## src/utrb_pkg.sv

```systemverilog
// shared constants and state types for the serial transmit/receive buffer block
package utrb_pkg;

  // core clock and default line rate
  localparam int CLK_HZ   = 20_000_000;
  localparam int BAUD_HZ  = 9600;
  localparam int OS_RATE  = 16;
  localparam int BAUD_DIV = CLK_HZ / (BAUD_HZ * OS_RATE);
  localparam int DIV_W    = 16;

  // oversample positions: mid start bit and last tick of a bit
  localparam logic [3:0] OS_MID  = 4'h7;
  localparam logic [3:0] OS_LAST = 4'hf;
  localparam logic [3:0] OS_ZERO = 4'h0;

  // character size codes and bit counts
  localparam logic [2:0] CSZ_NINE    = 3'h7;
  localparam logic [2:0] CSZ_EIGHT   = 3'h3;
  localparam logic [3:0] NBITS_BASE  = 4'h5;
  localparam logic [3:0] NBITS_EIGHT = 4'h8;
  localparam logic [3:0] NBITS_NINE  = 4'h9;

  // receive word layout: data, ninth bit, then the per-frame flags
  localparam int DATA_W  = 9;
  localparam int HOLD_W  = 11;
  localparam int WORD_W  = 12;
  localparam int F_NINTH = 8;
  localparam int F_FE    = 9;
  localparam int F_PE    = 10;
  localparam int F_DOR   = 11;

  // buffer depths
  localparam int RX_DEPTH       = 2;
  localparam int FIFO_DEPTH_DEF = 16;

  typedef enum logic [4:0] {
    TX_IDLE  = 5'b00001,
    TX_START = 5'b00010,
    TX_DATA  = 5'b00100,
    TX_PAR   = 5'b01000,
    TX_STOP  = 5'b10000
  } utrb_tx_state_t;

  typedef enum logic [4:0] {
    RX_IDLE  = 5'b00001,
    RX_START = 5'b00010,
    RX_DATA  = 5'b00100,
    RX_PAR   = 5'b01000,
    RX_STOP  = 5'b10000
  } utrb_rx_state_t;

endpackage

```

## src/utrb_core.sv

```systemverilog
// serial transceiver data path: transmit buffer, receive fifo, flags and interrupt requests
`timescale 1ns/1ps
module utrb_core #(
  parameter int BAUD_DIV = utrb_pkg::BAUD_DIV,
  parameter int RX_DEPTH = utrb_pkg::RX_DEPTH
) (
  input  wire logic       core_clk,
  input  wire logic       rst_n,
  // configuration and control
  input  wire logic       tx_enable_bit,
  input  wire logic       rx_enable_bit,
  input  wire logic       parity_enable_bit,
  input  wire logic       parity_odd_select,
  input  wire logic       stop_count_select,
  input  wire logic [2:0] char_size_code,
  input  wire logic       sync_mode,
  input  wire logic       tx_empty_irq_en,
  input  wire logic       tx_done_irq_en,
  input  wire logic       rx_avail_irq_en,
  input  wire logic       global_irq_en,
  // software data access
  input  wire logic       data_wr,
  input  wire logic [7:0] data_wdata,
  input  wire logic       tx_ninth_bit,
  input  wire logic       data_rd,
  output logic [7:0]      data_rdata,
  output logic            rx_ninth_bit,
  input  wire logic       tx_done_clr,
  input  wire logic       tx_done_ack,
  // status
  output logic            tx_buffer_empty_flag,
  output logic            tx_done_flag,
  output logic            rx_avail_flag,
  output logic            stop_bit_error,
  output logic            overrun_flag,
  output logic            parity_fail_flag,
  // interrupt requests
  output logic            tx_empty_irq,
  output logic            tx_done_irq,
  output logic            rx_avail_irq,
  // line pins
  output logic            serial_out_pin,
  output logic            serial_out_oe,
  input  wire logic       serial_in_pin,
  output logic            serial_in_owned,
  input  wire logic       sync_clock_pin
);

  ////////////////////////////////////////////////////////////////////////////
  // helpers

  function automatic logic [3:0] bits_of(input logic [2:0] code);
    // reserved codes fall back to eight bits
    if (code == utrb_pkg::CSZ_NINE) begin
      bits_of = utrb_pkg::NBITS_NINE;
    end else if (code > utrb_pkg::CSZ_EIGHT) begin
      bits_of = utrb_pkg::NBITS_EIGHT;
    end else begin
      bits_of = utrb_pkg::NBITS_BASE + {1'b0, code};
    end
  endfunction

  function automatic logic [8:0] mask_of(input logic [3:0] n);
    mask_of = 9'h1ff >> (utrb_pkg::NBITS_NINE - n);
  endfunction

  logic [3:0] nbits;
  logic [8:0] dmask;
  logic       stop_last;

  assign nbits     = bits_of(char_size_code);
  assign dmask     = mask_of(nbits);
  assign stop_last = stop_count_select;

  ////////////////////////////////////////////////////////////////////////////
  // pin synchronisers and rate enables

  logic rxd_s1_r;
  logic rxd_s2_r;
  logic rxd_d_r;
  logic xck_s1_r;
  logic xck_s2_r;
  logic xck_d_r;
  logic sync_rise;
  logic os_tick;
  logic tx_en_eff_r;

  always_ff @(posedge core_clk or negedge rst_n) begin
    if (!rst_n) begin
      rxd_s1_r <= 1'b1;
      rxd_s2_r <= 1'b1;
      rxd_d_r  <= 1'b1;
      xck_s1_r <= 1'b0;
      xck_s2_r <= 1'b0;
      xck_d_r  <= 1'b0;
    end else begin
      rxd_s1_r <= serial_in_pin;
      rxd_s2_r <= rxd_s1_r;
      rxd_d_r  <= rxd_s2_r;
      xck_s1_r <= sync_clock_pin;
      xck_s2_r <= xck_s1_r;
      xck_d_r  <= xck_s2_r;
    end
  end

  // in synchronous mode the external clock paces both directions
  assign sync_rise = sync_mode & xck_s2_r & ~xck_d_r;

  utrb_baud #(
    .DIV (BAUD_DIV)
  ) u_baud (
    .core_clk (core_clk),
    .rst_n    (rst_n),
    .en       (~sync_mode & (tx_en_eff_r | rx_enable_bit)),
    .tick     (os_tick)
  );

  ////////////////////////////////////////////////////////////////////////////
  // transmit buffer

  utrb_pkg::utrb_tx_state_t tx_state_r;
  logic [8:0] txbuf_r;
  logic       txbuf_full_r;
  logic [8:0] tsh_r;
  logic [3:0] tcnt_r;
  logic [3:0] tx_os_r;
  logic       tpar_r;
  logic       ser_out_r;
  logic       tx_done_r;
  logic       tx_tick;
  logic       tx_stop_end;
  logic       tx_load;
  logic       tx_par_calc;

  assign tx_tick     = sync_mode ? sync_rise : (os_tick && tx_os_r == utrb_pkg::OS_LAST);
  assign tx_stop_end = tx_tick && (tx_state_r == utrb_pkg::TX_STOP) && (tcnt_r[0] == stop_last);
  assign tx_load     = txbuf_full_r && tx_en_eff_r &&
                       ((tx_state_r == utrb_pkg::TX_IDLE) || tx_stop_end);
  assign tx_par_calc = ^(txbuf_r & dmask) ^ parity_odd_select;

  // ninth bit is latched with the low byte, so it must already be in place
  always_ff @(posedge core_clk or negedge rst_n) begin
    if (!rst_n) begin
      txbuf_r      <= '0;
      txbuf_full_r <= 1'b0;
    end else if (data_wr && tx_enable_bit) begin
      txbuf_r      <= {tx_ninth_bit, data_wdata};
      txbuf_full_r <= 1'b1;
    end else if (tx_load) begin
      txbuf_full_r <= 1'b0;
    end
  end

  assign tx_buffer_empty_flag = ~txbuf_full_r;

  ////////////////////////////////////////////////////////////////////////////
  // transmit shift register

  always_ff @(posedge core_clk or negedge rst_n) begin
    if (!rst_n) begin
      tx_os_r <= utrb_pkg::OS_ZERO;
    end else if (tx_state_r == utrb_pkg::TX_IDLE) begin
      tx_os_r <= utrb_pkg::OS_ZERO;
    end else if (os_tick) begin
      tx_os_r <= tx_os_r + 1'b1;
    end
  end

  always_ff @(posedge core_clk or negedge rst_n) begin
    if (!rst_n) begin
      tx_state_r <= utrb_pkg::TX_IDLE;
      tsh_r      <= '0;
      tcnt_r     <= '0;
      tpar_r     <= 1'b0;
      ser_out_r  <= 1'b1;
    end else begin
      case (tx_state_r)
        utrb_pkg::TX_IDLE: begin
          ser_out_r <= 1'b1;
          if (tx_load) begin
            tx_state_r <= utrb_pkg::TX_START;
            tsh_r      <= txbuf_r & dmask;
            tpar_r     <= tx_par_calc;
            ser_out_r  <= 1'b0;
          end
        end
        utrb_pkg::TX_START: begin
          if (tx_tick) begin
            tx_state_r <= utrb_pkg::TX_DATA;
            ser_out_r  <= tsh_r[0];
            tsh_r      <= tsh_r >> 1;
            tcnt_r     <= 4'h1;
          end
        end
        utrb_pkg::TX_DATA: begin
          if (tx_tick) begin
            if (tcnt_r == nbits) begin
              tcnt_r <= '0;
              if (parity_enable_bit) begin
                tx_state_r <= utrb_pkg::TX_PAR;
                ser_out_r  <= tpar_r;
              end else begin
                tx_state_r <= utrb_pkg::TX_STOP;
                ser_out_r  <= 1'b1;
              end
            end else begin
              ser_out_r <= tsh_r[0];
              tsh_r     <= tsh_r >> 1;
              tcnt_r    <= tcnt_r + 1'b1;
            end
          end
        end
        utrb_pkg::TX_PAR: begin
          if (tx_tick) begin
            tx_state_r <= utrb_pkg::TX_STOP;
            ser_out_r  <= 1'b1;
          end
        end
        utrb_pkg::TX_STOP: begin
          if (tx_stop_end) begin
            tcnt_r <= '0;
            if (tx_load) begin
              // back-to-back frame starts with no idle gap
              tx_state_r <= utrb_pkg::TX_START;
              tsh_r      <= txbuf_r & dmask;
              tpar_r     <= tx_par_calc;
              ser_out_r  <= 1'b0;
            end else begin
              tx_state_r <= utrb_pkg::TX_IDLE;
            end
          end else if (tx_tick) begin
            tcnt_r <= tcnt_r + 1'b1;
          end
        end
        default: begin
          tx_state_r <= utrb_pkg::TX_IDLE;
          ser_out_r  <= 1'b1;
        end
      endcase
    end
  end

  // done flag: a new completion in the clearing cycle wins
  always_ff @(posedge core_clk or negedge rst_n) begin
    if (!rst_n) begin
      tx_done_r <= 1'b0;
    end else if (tx_stop_end && !txbuf_full_r) begin
      tx_done_r <= 1'b1;
    end else if (tx_done_ack || tx_done_clr) begin
      tx_done_r <= 1'b0;
    end
  end

  // the pin stays with the transmitter until pending data has gone out
  always_ff @(posedge core_clk or negedge rst_n) begin
    if (!rst_n) begin
      tx_en_eff_r <= 1'b0;
    end else if (tx_enable_bit) begin
      tx_en_eff_r <= 1'b1;
    end else if (tx_state_r == utrb_pkg::TX_IDLE && !txbuf_full_r) begin
      tx_en_eff_r <= 1'b0;
    end
  end

  assign tx_done_flag   = tx_done_r;
  assign serial_out_pin = ser_out_r;
  assign serial_out_oe  = tx_en_eff_r;

  ////////////////////////////////////////////////////////////////////////////
  // receive shift register

  utrb_pkg::utrb_rx_state_t rx_state_r;
  logic [8:0] rsh_r;
  logic [3:0] rcnt_r;
  logic [3:0] rx_os_r;
  logic       rpar_r;
  logic       rx_smp;
  logic       rx_go;
  logic       start_det;
  logic       frame_done;
  logic       rx_in;
  logic [8:0] rx_aligned;
  logic       rx_fe;
  logic       rx_pe;

  assign rx_in  = rxd_s2_r;
  assign rx_smp = sync_mode ? sync_rise :
                  (os_tick && rx_os_r == ((rx_state_r == utrb_pkg::RX_START) ?
                                          utrb_pkg::OS_MID : utrb_pkg::OS_LAST));
  // in asynchronous mode a falling edge starts a frame, so a low stop bit cannot restart the receiver; in synchronous mode a low line at a clock rise does
  assign rx_go  = (rx_state_r == utrb_pkg::RX_IDLE) && !rx_in && rx_enable_bit &&
                  (sync_mode ? sync_rise : rxd_d_r);
  assign start_det = (sync_mode && rx_go) ||
                     (rx_state_r == utrb_pkg::RX_START && rx_smp && !rx_in);
  assign frame_done = rx_enable_bit && rx_smp && (rx_state_r == utrb_pkg::RX_STOP);

  assign rx_aligned = 9'(rsh_r >> (utrb_pkg::NBITS_NINE - nbits));
  assign rx_fe      = ~rx_in;
  assign rx_pe      = parity_enable_bit &
                      ((^rx_aligned ^ parity_odd_select) != rpar_r);

  // oversample phase restarts on every state change
  always_ff @(posedge core_clk or negedge rst_n) begin
    if (!rst_n) begin
      rx_os_r <= utrb_pkg::OS_ZERO;
    end else if (rx_go || rx_smp || rx_state_r == utrb_pkg::RX_IDLE) begin
      rx_os_r <= utrb_pkg::OS_ZERO;
    end else if (os_tick) begin
      rx_os_r <= rx_os_r + 1'b1;
    end
  end

  always_ff @(posedge core_clk or negedge rst_n) begin
    if (!rst_n) begin
      rx_state_r <= utrb_pkg::RX_IDLE;
      rsh_r      <= '0;
      rcnt_r     <= '0;
      rpar_r     <= 1'b0;
    end else if (!rx_enable_bit) begin
      rx_state_r <= utrb_pkg::RX_IDLE;
    end else begin
      case (rx_state_r)
        utrb_pkg::RX_IDLE: begin
          rcnt_r <= '0;
          rsh_r  <= '0;
          if (rx_go) begin
            rx_state_r <= sync_mode ? utrb_pkg::RX_DATA : utrb_pkg::RX_START;
          end
        end
        utrb_pkg::RX_START: begin
          // a start that is high at mid bit is noise
          if (rx_smp) begin
            rx_state_r <= rx_in ? utrb_pkg::RX_IDLE : utrb_pkg::RX_DATA;
          end
        end
        utrb_pkg::RX_DATA: begin
          if (rx_smp) begin
            rsh_r  <= {rx_in, rsh_r[8:1]};
            rcnt_r <= rcnt_r + 1'b1;
            if (rcnt_r + 1'b1 == nbits) begin
              rx_state_r <= parity_enable_bit ? utrb_pkg::RX_PAR : utrb_pkg::RX_STOP;
            end
          end
        end
        utrb_pkg::RX_PAR: begin
          if (rx_smp) begin
            rpar_r     <= rx_in;
            rx_state_r <= utrb_pkg::RX_STOP;
          end
        end
        utrb_pkg::RX_STOP: begin
          // only the first stop bit is looked at; a second one is idle line
          if (rx_smp) begin
            rx_state_r <= utrb_pkg::RX_IDLE;
          end
        end
        default: begin
          rx_state_r <= utrb_pkg::RX_IDLE;
        end
      endcase
    end
  end

  ////////////////////////////////////////////////////////////////////////////
  // waiting character, overrun and receive fifo

  logic [utrb_pkg::HOLD_W-1:0] hold_r;
  logic                        hold_valid_r;
  logic                        dor_pend_r;
  logic                        fifo_in_ready;
  logic                        fifo_out_valid;
  logic [utrb_pkg::WORD_W-1:0] fifo_out_data;
  logic                        rx_own_r;

  // a frame finishing while another still waits on a full fifo is lost
  always_ff @(posedge core_clk or negedge rst_n) begin
    if (!rst_n) begin
      hold_r       <= '0;
      hold_valid_r <= 1'b0;
    end else if (!rx_enable_bit) begin
      hold_valid_r <= 1'b0;
    end else if (frame_done && (!hold_valid_r || fifo_in_ready)) begin
      hold_r       <= {rx_pe, rx_fe, rx_aligned};
      hold_valid_r <= 1'b1;
    end else if (fifo_in_ready) begin
      hold_valid_r <= 1'b0;
    end
  end

  always_ff @(posedge core_clk or negedge rst_n) begin
    if (!rst_n) begin
      dor_pend_r <= 1'b0;
    end else if (!rx_enable_bit) begin
      dor_pend_r <= 1'b0;
    end else if (start_det && hold_valid_r && !fifo_in_ready) begin
      dor_pend_r <= 1'b1;
    end else if (hold_valid_r && fifo_in_ready) begin
      dor_pend_r <= 1'b0;
    end
  end

  utrb_fifo #(
    .W (utrb_pkg::WORD_W),
    .D (RX_DEPTH)
  ) u_rx_fifo (
    .core_clk  (core_clk),
    .rst_n     (rst_n),
    .flush     (~rx_enable_bit),
    .in_valid  (hold_valid_r),
    .in_ready  (fifo_in_ready),
    .in_data   ({dor_pend_r, hold_r}),
    .out_valid (fifo_out_valid),
    .out_ready (data_rd),
    .out_data  (fifo_out_data)
  );

  always_ff @(posedge core_clk or negedge rst_n) begin
    if (!rst_n) begin
      rx_own_r <= 1'b0;
    end else begin
      rx_own_r <= rx_enable_bit;
    end
  end

  // flags are read only; they follow the head entry and move on with a data read
  assign rx_avail_flag    = fifo_out_valid;
  assign data_rdata       = fifo_out_data[7:0];
  assign rx_ninth_bit     = fifo_out_data[utrb_pkg::F_NINTH];
  assign stop_bit_error   = fifo_out_valid & fifo_out_data[utrb_pkg::F_FE];
  assign parity_fail_flag = fifo_out_valid & fifo_out_data[utrb_pkg::F_PE];
  assign overrun_flag     = fifo_out_valid & fifo_out_data[utrb_pkg::F_DOR];
  assign serial_in_owned  = rx_own_r;

  ////////////////////////////////////////////////////////////////////////////
  // interrupt requests: levels, none from the error flags

  assign tx_empty_irq = global_irq_en & tx_empty_irq_en & ~txbuf_full_r;
  assign tx_done_irq  = global_irq_en & tx_done_irq_en & tx_done_r;
  assign rx_avail_irq = global_irq_en & rx_avail_irq_en & fifo_out_valid;

endmodule

```

## src/utrb_baud.sv

```systemverilog
// oversample rate divider: one-cycle enable pulse every DIV core clocks
`timescale 1ns/1ps
module utrb_baud #(
  parameter int DIV = utrb_pkg::BAUD_DIV
) (
  input  wire logic core_clk,
  input  wire logic rst_n,
  input  wire logic en,
  output logic      tick
);

  localparam logic [utrb_pkg::DIV_W-1:0] LAST = utrb_pkg::DIV_W'(DIV - 1);

  logic [utrb_pkg::DIV_W-1:0] cnt_r;
  logic                       tick_r;

  // counter held at zero while idle so the first pulse is a full period away
  always_ff @(posedge core_clk or negedge rst_n) begin
    if (!rst_n) begin
      cnt_r  <= '0;
      tick_r <= 1'b0;
    end else if (!en) begin
      cnt_r  <= '0;
      tick_r <= 1'b0;
    end else if (cnt_r == LAST) begin
      cnt_r  <= '0;
      tick_r <= 1'b1;
    end else begin
      cnt_r  <= cnt_r + 1'b1;
      tick_r <= 1'b0;
    end
  end

  assign tick = tick_r;

endmodule

```

## src/utrb_fifo.sv

```systemverilog
// synchronous fifo with valid/ready on both sides and a flush
`timescale 1ns/1ps
module utrb_fifo #(
  parameter int W = utrb_pkg::WORD_W,
  parameter int D = utrb_pkg::FIFO_DEPTH_DEF
) (
  input  wire logic         core_clk,
  input  wire logic         rst_n,
  input  wire logic         flush,
  input  wire logic         in_valid,
  output logic              in_ready,
  input  wire logic [W-1:0] in_data,
  output logic              out_valid,
  input  wire logic         out_ready,
  output logic [W-1:0]      out_data
);

  localparam int AW = (D > 1) ? $clog2(D) : 1;
  localparam logic [AW:0]   FULL_CNT = (AW+1)'(D);
  localparam logic [AW-1:0] LAST_PTR = AW'(D - 1);

  logic [W-1:0]  mem_r [D];
  logic [AW-1:0] wr_ptr_r;
  logic [AW-1:0] rd_ptr_r;
  logic [AW:0]   cnt_r;
  logic          push;
  logic          pop;

  assign in_ready  = (cnt_r != FULL_CNT);
  assign out_valid = (cnt_r != '0);
  assign push      = in_valid & in_ready & ~flush;
  assign pop       = out_valid & out_ready & ~flush;
  assign out_data  = mem_r[rd_ptr_r];

  always_ff @(posedge core_clk or negedge rst_n) begin
    if (!rst_n) begin
      for (int i = 0; i < D; i++) begin
        mem_r[i] <= '0;
      end
    end else if (push) begin
      mem_r[wr_ptr_r] <= in_data;
    end
  end

  // flush drops everything at once; pointers restart together
  always_ff @(posedge core_clk or negedge rst_n) begin
    if (!rst_n) begin
      wr_ptr_r <= '0;
      rd_ptr_r <= '0;
      cnt_r    <= '0;
    end else if (flush) begin
      wr_ptr_r <= '0;
      rd_ptr_r <= '0;
      cnt_r    <= '0;
    end else begin
      if (push) begin
        wr_ptr_r <= (wr_ptr_r == LAST_PTR) ? '0 : wr_ptr_r + 1'b1;
      end
      if (pop) begin
        rd_ptr_r <= (rd_ptr_r == LAST_PTR) ? '0 : rd_ptr_r + 1'b1;
      end
      if (push && !pop) begin
        cnt_r <= cnt_r + 1'b1;
      end else if (pop && !push) begin
        cnt_r <= cnt_r - 1'b1;
      end
    end
  end

endmodule

```

## config.mk

```make
export PLATFORM = sky130hd
export DESIGN_NAME = utrb_core
export DESIGN_NICKNAME = d
export VERILOG_FILES = /design/src/utrb_pkg.sv /design/src/utrb_core.sv /design/src/utrb_baud.sv /design/src/utrb_fifo.sv
export SDC_FILE = /design/constraint.sdc
export NUM_CORES = 1
export LEC_CHECK = 0
export ABC_AREA = 1
export BUFFER_PORTS_ARGS = -buffer_cell sky130_fd_sc_hd__buf_2
export CORE_UTILIZATION = 35
export CTS_CLUSTER_SIZE = 12
export DETAILED_ROUTE_END_ITERATION = 10
export SYNTH_ARGS = -nofsm -noshare
export SYNTH_HDL_FRONTEND = slang
export SYNTH_SLANG_ARGS = --single-unit
```

## constraint.sdc

```tcl
create_clock -name core_clk -period 2.05 [get_ports core_clk]
set_input_delay 0 -clock core_clk [delete_from_list [all_inputs] [get_ports core_clk]]
set_output_delay 0 -clock core_clk [all_outputs]
set_load 0.01 [all_outputs]
```

### Word level (Yosys, flattened, before mapping)

Cells that the tools add are included.

* output and inout bits: 21
* latch bits: 0
* word-level logic and storage cells: 260
* RAM bits: 0
* memories kept: 0
* bits in registers: 124
* bits of input ports: 30
* memory bits (read-only): 0

* div/mod/pow operators: 0
* reduce and logical (&&, ||, !) cells: 57
* add/subtract/negate cells: 11
* bitwise gates (word level): 27
* magnitude comparators: 4
* multiplexer cells: 87
* multipliers: 0
* shift-type cells: 2
* equal/unequal tests: 40

Operators by type and width (number)
* 2-to-1 mux 5 bit: 14
* 2-to-1 mux 9 bit: 6
* 2-to-1 mux 4 bit: 13
* one-hot mux 5 bit (5 select lines): 2
* 2-to-1 mux 12 bit: 4
* one-hot mux 9 bit (4 select lines): 1
* 2-to-1 mux 1 bit: 32
* 2-to-1 mux 16 bit: 2
* bitwise mux 24 bit: 1
* logical AND 1 bit: 24
* inequality test 3 bit, second input constant: 7
* inequality test 2 bit, second input constant: 10
* one-hot mux 9 bit (2 select lines): 1
* parity 9 bit: 2
* bitwise AND 1 bit: 17
* adder 16 x 1 -> 16 bit, second input constant: 1
* adder 4 x 1 -> 4 bit, second input constant: 4
* == test 16 x 8 -> 1 bit, second input constant: 1
* nonzero test 2 bit: 8
* demux 12 bit (select 1 bit): 1
* == test 4 bit: 3
* one-hot mux 4 bit (3 select lines): 1
* AND reduction 6 bit: 2
* == test 5 x 1 -> 1 bit, second input constant: 2
* other kinds (38): 69

### Depth between registers and ports, before layout

* word-level depth: 12
* depth in mapped cells: 23
* depth with buffers taken out: 22

### By module

Synthesis repeated with hierarchy kept, for this count alone.

* cell total of the unflattened synthesis: 935
* area, all modules: 7283.2 sq um

By module, submodules not included
* utrb_core: times used 1, area an instance 4978.5 sq um, cells an instance 646
* utrb_fifo: times used 1, area an instance 1358.8 sq um, cells an instance 167
* utrb_baud: times used 1, area an instance 945.9 sq um, cells an instance 122

### Worst setup path before layout

OpenSTA, ideal clock, no wires.

* kind: input port to flip-flop
* start point: input port char_size_code[0]
* end point: register tpar_r
* path buffers: 2
* stages on the path: 21
* slack: -0.573 ns
* library setup time: 0.117 ns
* arrival time: 2.506 ns
* data required time: 1.933 ns
* cell sequence: ha_1 > ha_1 > inv_1 > nand2_1 > inv_1 > nand2_2 > buf_4 > ha_1 > clkbuf_1 > inv_1 > nand3_1 > nand2_1 > nand2_1 > xor2_1 > nand2_1 > nand2_1 > nand2_1 > nand2_1 > nand2_1 > nand3_1 > nand2_1

* cells in the longest elaborated chain, start to end: 11
* elaborated cells on any way between the ends: 13

Ends and longest elaborated chain
* start, declared: line utrb_core.sv:15 `input wire logic [2:0] char_size_code,`
* adder 3 x 3 -> 4 bit or greater-than comparator 3 x 2 -> 1 bit (tied branches): line utrb_core.sv:59, utrb_core.sv:56
* 2-to-1 mux 4 bit: line utrb_core.sv:56 `end else if (code > utrb_pkg::CSZ_EIGHT) begin`
* 2-to-1 mux 4 bit *: line utrb_core.sv:54 `if (code == utrb_pkg::CSZ_NINE) begin`
* subtractor 4 bit *: line utrb_core.sv:64 `mask_of = 9'h1ff >> (utrb_pkg::NBITS_NINE - n);`
* right shift 9 x 4 -> 9 bit *: line utrb_core.sv:64
* bitwise AND 9 bit *: line utrb_core.sv:139 `assign tx_par_calc = ^(txbuf_r & dmask) ^ parity_odd_select;`
* parity 9 bit *: line utrb_core.sv:139
* bitwise XOR 1 bit *: line utrb_core.sv:139
* 2-to-1 mux 1 bit *: line utrb_core.sv:180, utrb_core.sv:222
* 2-to-1 mux 1 bit: line utrb_core.sv:220 `if (tx_stop_end) begin`
* one-hot mux 1 bit (2 select lines) *: line utrb_core.sv:177 `case (tx_state_r)`
* end signal, assigned: line utrb_core.sv:183 `tpar_r <= tx_par_calc;`
* end signal, assigned: line utrb_core.sv:226 `tpar_r <= tx_par_calc;`
* end, declared: line utrb_core.sv:127 `logic tpar_r;`

Every way passes the cells marked *; elsewhere a longest branch is shown, timed or not. The select of a mux whose other input is x is not followed.
A chain may end at the register's enable or synchronous reset.

### Final worst setup path

* start point: register tx_os_r[1]
* end point: register tx_state_r[3]

* cells in the longest elaborated chain, start to end: 9
* elaborated cells on any way between the ends: 13

Ends and longest elaborated chain
* start, declared: line utrb_core.sv:126 `logic [3:0] tx_os_r;`
* start signal, assigned: line utrb_core.sv:161 `tx_os_r <= utrb_pkg::OS_ZERO;`
* start signal, assigned: line utrb_core.sv:163 `tx_os_r <= utrb_pkg::OS_ZERO;`
* start signal, assigned: line utrb_core.sv:165 `tx_os_r <= tx_os_r + 1'b1;`
* == test 4 bit *: line utrb_core.sv:135 `assign tx_tick = sync_mode ? sync_rise : (os_tick && tx_os_r == utrb_pkg::OS_LAST);`
* logical AND 1 bit *: line utrb_core.sv:135
* 2-to-1 mux 1 bit *: line utrb_core.sv:135
* logical AND 1 bit (2 in a row): line utrb_core.sv:136 `assign tx_stop_end = tx_tick && (tx_state_r == utrb_pkg::TX_STOP) && (tcnt_r[0] == stop_last);`
* logical OR 1 bit: line utrb_core.sv:138 `((tx_state_r == utrb_pkg::TX_IDLE) || tx_stop_end);`
* logical AND 1 bit: line utrb_core.sv:137 `assign tx_load = txbuf_full_r && tx_en_eff_r &&`
* inequality test 2 bit (no source line)
* AND reduction 6 bit (no source line) *
* end signal, assigned: line utrb_core.sv:171 `tx_state_r <= utrb_pkg::TX_IDLE;`
* end signal, assigned: line utrb_core.sv:181 `tx_state_r <= utrb_pkg::TX_START;`
* end signal, assigned: line utrb_core.sv:189 `tx_state_r <= utrb_pkg::TX_DATA;`
* end, declared: line utrb_core.sv:121 `utrb_pkg::utrb_tx_state_t tx_state_r;`

Every way passes the cells marked *; elsewhere a longest branch is shown, timed or not.

==> flow_metrics.py <==
metrics = {
    "sta": {
        "fin_setup_tns_ns": 0,
        "min_period_ns": 1.96,
        "worst_slew_margin_rel_pct": 65.5,
        "tightest_slew_ns": 0.518,
        "skew_ns": 0.00908,
        "slew_viol_final": 0,
        "worst_hold_slack_ns": 0.0417,
        "fin_crit_sh_pct": 95.6,
        "max_freq_ghz": 0.510,
        "rsz0062_at_grt": "true",
        "setup_viol": 0,
        "final-hold-violation-count": 0,
    },
    "routing": {
        "drtPass1Iterations": 5,
        "vias": 6137,
        "wl_per_cell_microns": 13.1,
        "ant_nets": 0,
        "routed_via_density": 4.77,
        "dr_wl_met2_mm": 7.87,
        "drt-initial-drc-count": 262,
        "wl_met3_microns": 672,
        "drcViolationCount": 0,
        "wl_mm": 16.8,
        "highest_layer": "met4",
        "wirelength_met1_mm": 7.86,
    },
    "floorplan": {
        "die_x_microns": 141,
        "start_util_pct": 36.0,
        "rows": 50,
        "dieHeight_microns": 141,
        "dieArea_sq_um": 19900,
        "ios": 51,
        "coreArea_sq_um": 18800,
    },
    "layout": {
        "syn2layout_area_growth_pct": 31.7,
        "layout_commonest_cell": "nand2_1",
        "multiInputGateArea_sq_um": 3370,
        "final_area_sq_um": 8940,
        "finalNetCount": 1056,
        "fin_util_pct": 47.5,
        "regArea_sq_um": 3110,
        "layout_common_cells": "nand2_1 (240), dfrtp_1 (118), inv_1 (105)",
        "n_antenna_cell": 0,
        "fillCellCount": 1847,
        "drive_above_1_share_pct": 23.2,
    },
    "setup_path": {
        "cp_cell_sequence": "ha_2 > nand3_2 > o31ai_4 > nand3_2 > buf_4 > nand2_1 > nand3_2 > a21oi_2 > nand2_2 > o31ai_2",
        "slowest_stage": "dfrtp_1",
        "critPathArrivalTime_ns": 2.29,
        "critPathMostFrequentCell": "nand3_2",
        "crit_buf_inv": 1,
        "crit_path_max_fanout": 4,
        "cp-end-kind": "register",
        "slowest_delay_ns": 0.38,
        "setup.worst_path.class": "reg -> reg",
        "cp.required_ns": 2.38,
        "cp-start-kind": "register",
        "critical-path-top-delay-family": "compound AO/OA/AOI/OAI gates",
    },
    "clocking": {
        "insertion_delay_ns": 0.42,
        "root_buffer": "clkbuf_16",
        "cts_tree": "done",
        "cts-htree-levels": 4,
        "cts_sinks": 124,
        "cts_buffers": 17,
        "cts.path.max_buffers": 2,
        "clk_pin_slew_worst_paths_ns": 0.06,
    },
    "synthesis": {
        "synth_seq_cells": 124,
        "yosysUniqueCellTypes": 45,
        "synth-edff-count": 0,
        "ys_warn_count": 0,
        "syn_area_sq_um": 6790,
        "synth_nets": 908,
        "synthCells": 866,
        "ys_async_sr_fraction_pct": 100,
        "yosys.area.top_type": "dfrtp_1",
        "synth_top_cell_area_share_pct": 43.5,
        "yosysSeqAreaShare_pct": 45.8,
        "synthTopCellsByArea": "dfrtp_1 (44%), nand2_1 (14%), inv_1 (6.0%), nand3_1 (5.5%), o21ai_0 (4.3%)",
        "ys.flop_type": "dfrtp_1",
        "synth.avg_cell_area_sq_um": 7.84,
    },
    "grt": {
        "grt_pass1_vias": 5998,
        "track_usage_pct": 18.3,
        "grt-ovfl-total": 0,
        "grt_max_degree": 46,
        "grt_pass1_wl_mm": 28.8,
        "antenna_found_initial": 0,
    },
    "place": {
        "port_buffers": 50,
        "dpl_cell_area_sq_um": 7950,
        "gp_congestion": 0.913,
        "hpwl_mm": 12.3,
    },
    "power": {
        "leakage_nw": 4.35,
        "peakVddDrop_uv": 607,
        "power_density_nw_per_um2": 1020,
        "power_mw": 9.14,
    },
    "job": {
        "cap_violations": 0,
    },
    "min_path": {
        "hp-class": "in -> reg",
    },
    "run_status": {
        "status": "completed",
    },
}
## path summary, 6_finish.rpt
kind                            slack (ns)                         to              startpoint  cells past startpoint
worst min-delay path                  0.04  rx_state_r[1]$_DFFE_PN0P_               sync_mode                      4
min in group asynchronous             0.09  u_baud.cnt_r[6]$_DFF_PN0_                   rst_n                      2
worst max-delay path                  0.09  tx_state_r[3]$_DFFE_PN0P_  tx_os_r[1]$_DFFE_PN0P_                     10
worst min register to register        0.36            rx_in$_DFF_PN1_      rxd_s1_r$_DFF_PN1_                      0
worst max register to register        0.09  tx_state_r[3]$_DFFE_PN0P_  tx_os_r[1]$_DFFE_PN0P_                     10
max in group asynchronous             1.27            rx_in$_DFF_PN1_                   rst_n                      3
## per-layer routing
layer,global-route usage (%),vias up
met5,0,-
met3,4.11,36
li1,-,3125
met2,29.7,127
met4,7.04,0
met1,23.8,2849
## cell type report
type | count | share of cell area (%)
Timing Repair Buffer | 147 | 11.9
Inverter | 112 | 4.79
Clock buffer | 19 | 4.84
Sequential cell | 124 | 34.8
Multi-Input combinational cell | 612 | 37.7
Clock inverter | 12 | 2.35
Tap cell | 260 | 3.64
## per-stage QoR
step	std cells	setup slack (ns)
finish	1286	0.0895
global route	1286	-0.0362
CTS	1282	0.0106
detailed placement	1233	-0.222
global placement	1233	-0.160
floorplan	866	-0.0119
## worst reg2reg max path: stages (launching register included)
cell and delay, ns:
dfrtp_1 0.38, ha_2 0.20, nand3_2 0.09, o31ai_4 0.29, nand3_2 0.13, buf_4 0.17
nand2_1 0.09, nand3_2 0.10, a21oi_2 0.15, nand2_2 0.10, o31ai_2 0.18
## cells in the mapped netlist, drive strengths merged, types with 6 or more instances
library cell	instances
nand2	259
dfrtp	118
inv	112
nand3	80
o21ai	60
nor2	58
a21oi	27
nor3	16
xor2	16
o22ai	15
clkbuf	12
ha	12
nand4	10
mux2	8
o21a	8
xnor2	8
nor4	7
buf	6
dfstp	6
o211ai	6
## logic make-up (layout without fill, tap and decap cells)
family | count (synthesis) | in the layout | share of synthesized area (%)
AND/OR/NAND/NOR | 441 | 441 | 28.9
buffers and inverters | 130 | 290 | 7.56
XOR/XNOR | 24 | 24 | 3.21
flip-flops | 124 | 124 | 45.8
adder cells (fa/ha/maj) | 12 | 12 | 2.21
AO/OA/AOI/OAI | 127 | 127 | 10.9
multiplexers | 8 | 8 | 1.33
## state kept, by name (all words and copies together), names as in the netlist, 2 cells and up
register and count:
u_rx_fifo.cnt_r 2, u_rx_fifo.mem_r 24, tx_state_r 5, tsh_r 9, txbuf_r 9, tcnt_r 4, rcnt_r 4, rx_state_r 5
hold_r 11, rsh_r 9, rx_os_r 4, u_baud.cnt_r 16, tx_os_r 4
## report_power, final
| group | switching [mW] | internal (mW) | total (mW) | leakage, nW |
|---|---|---|---|---|
| registers | 0.243 | 2.77 | 3.02 | 1.64 |
| logic | 1.59 | 1.24 | 2.83 | 2.41 |
| clock network | 1.13 | 2.17 | 3.30 | 0.309 |
## repair_timing
action / in CTS / in global routing
resized for setup: 0 / 25
hold endpoints to repair: 143 / 1
endpoints found under the setup margin: 0 / 36
hold buffers: 18 / 1
buffers inserted: 0 / 4
Note: power is estimated with default switching activity, not from simulation.
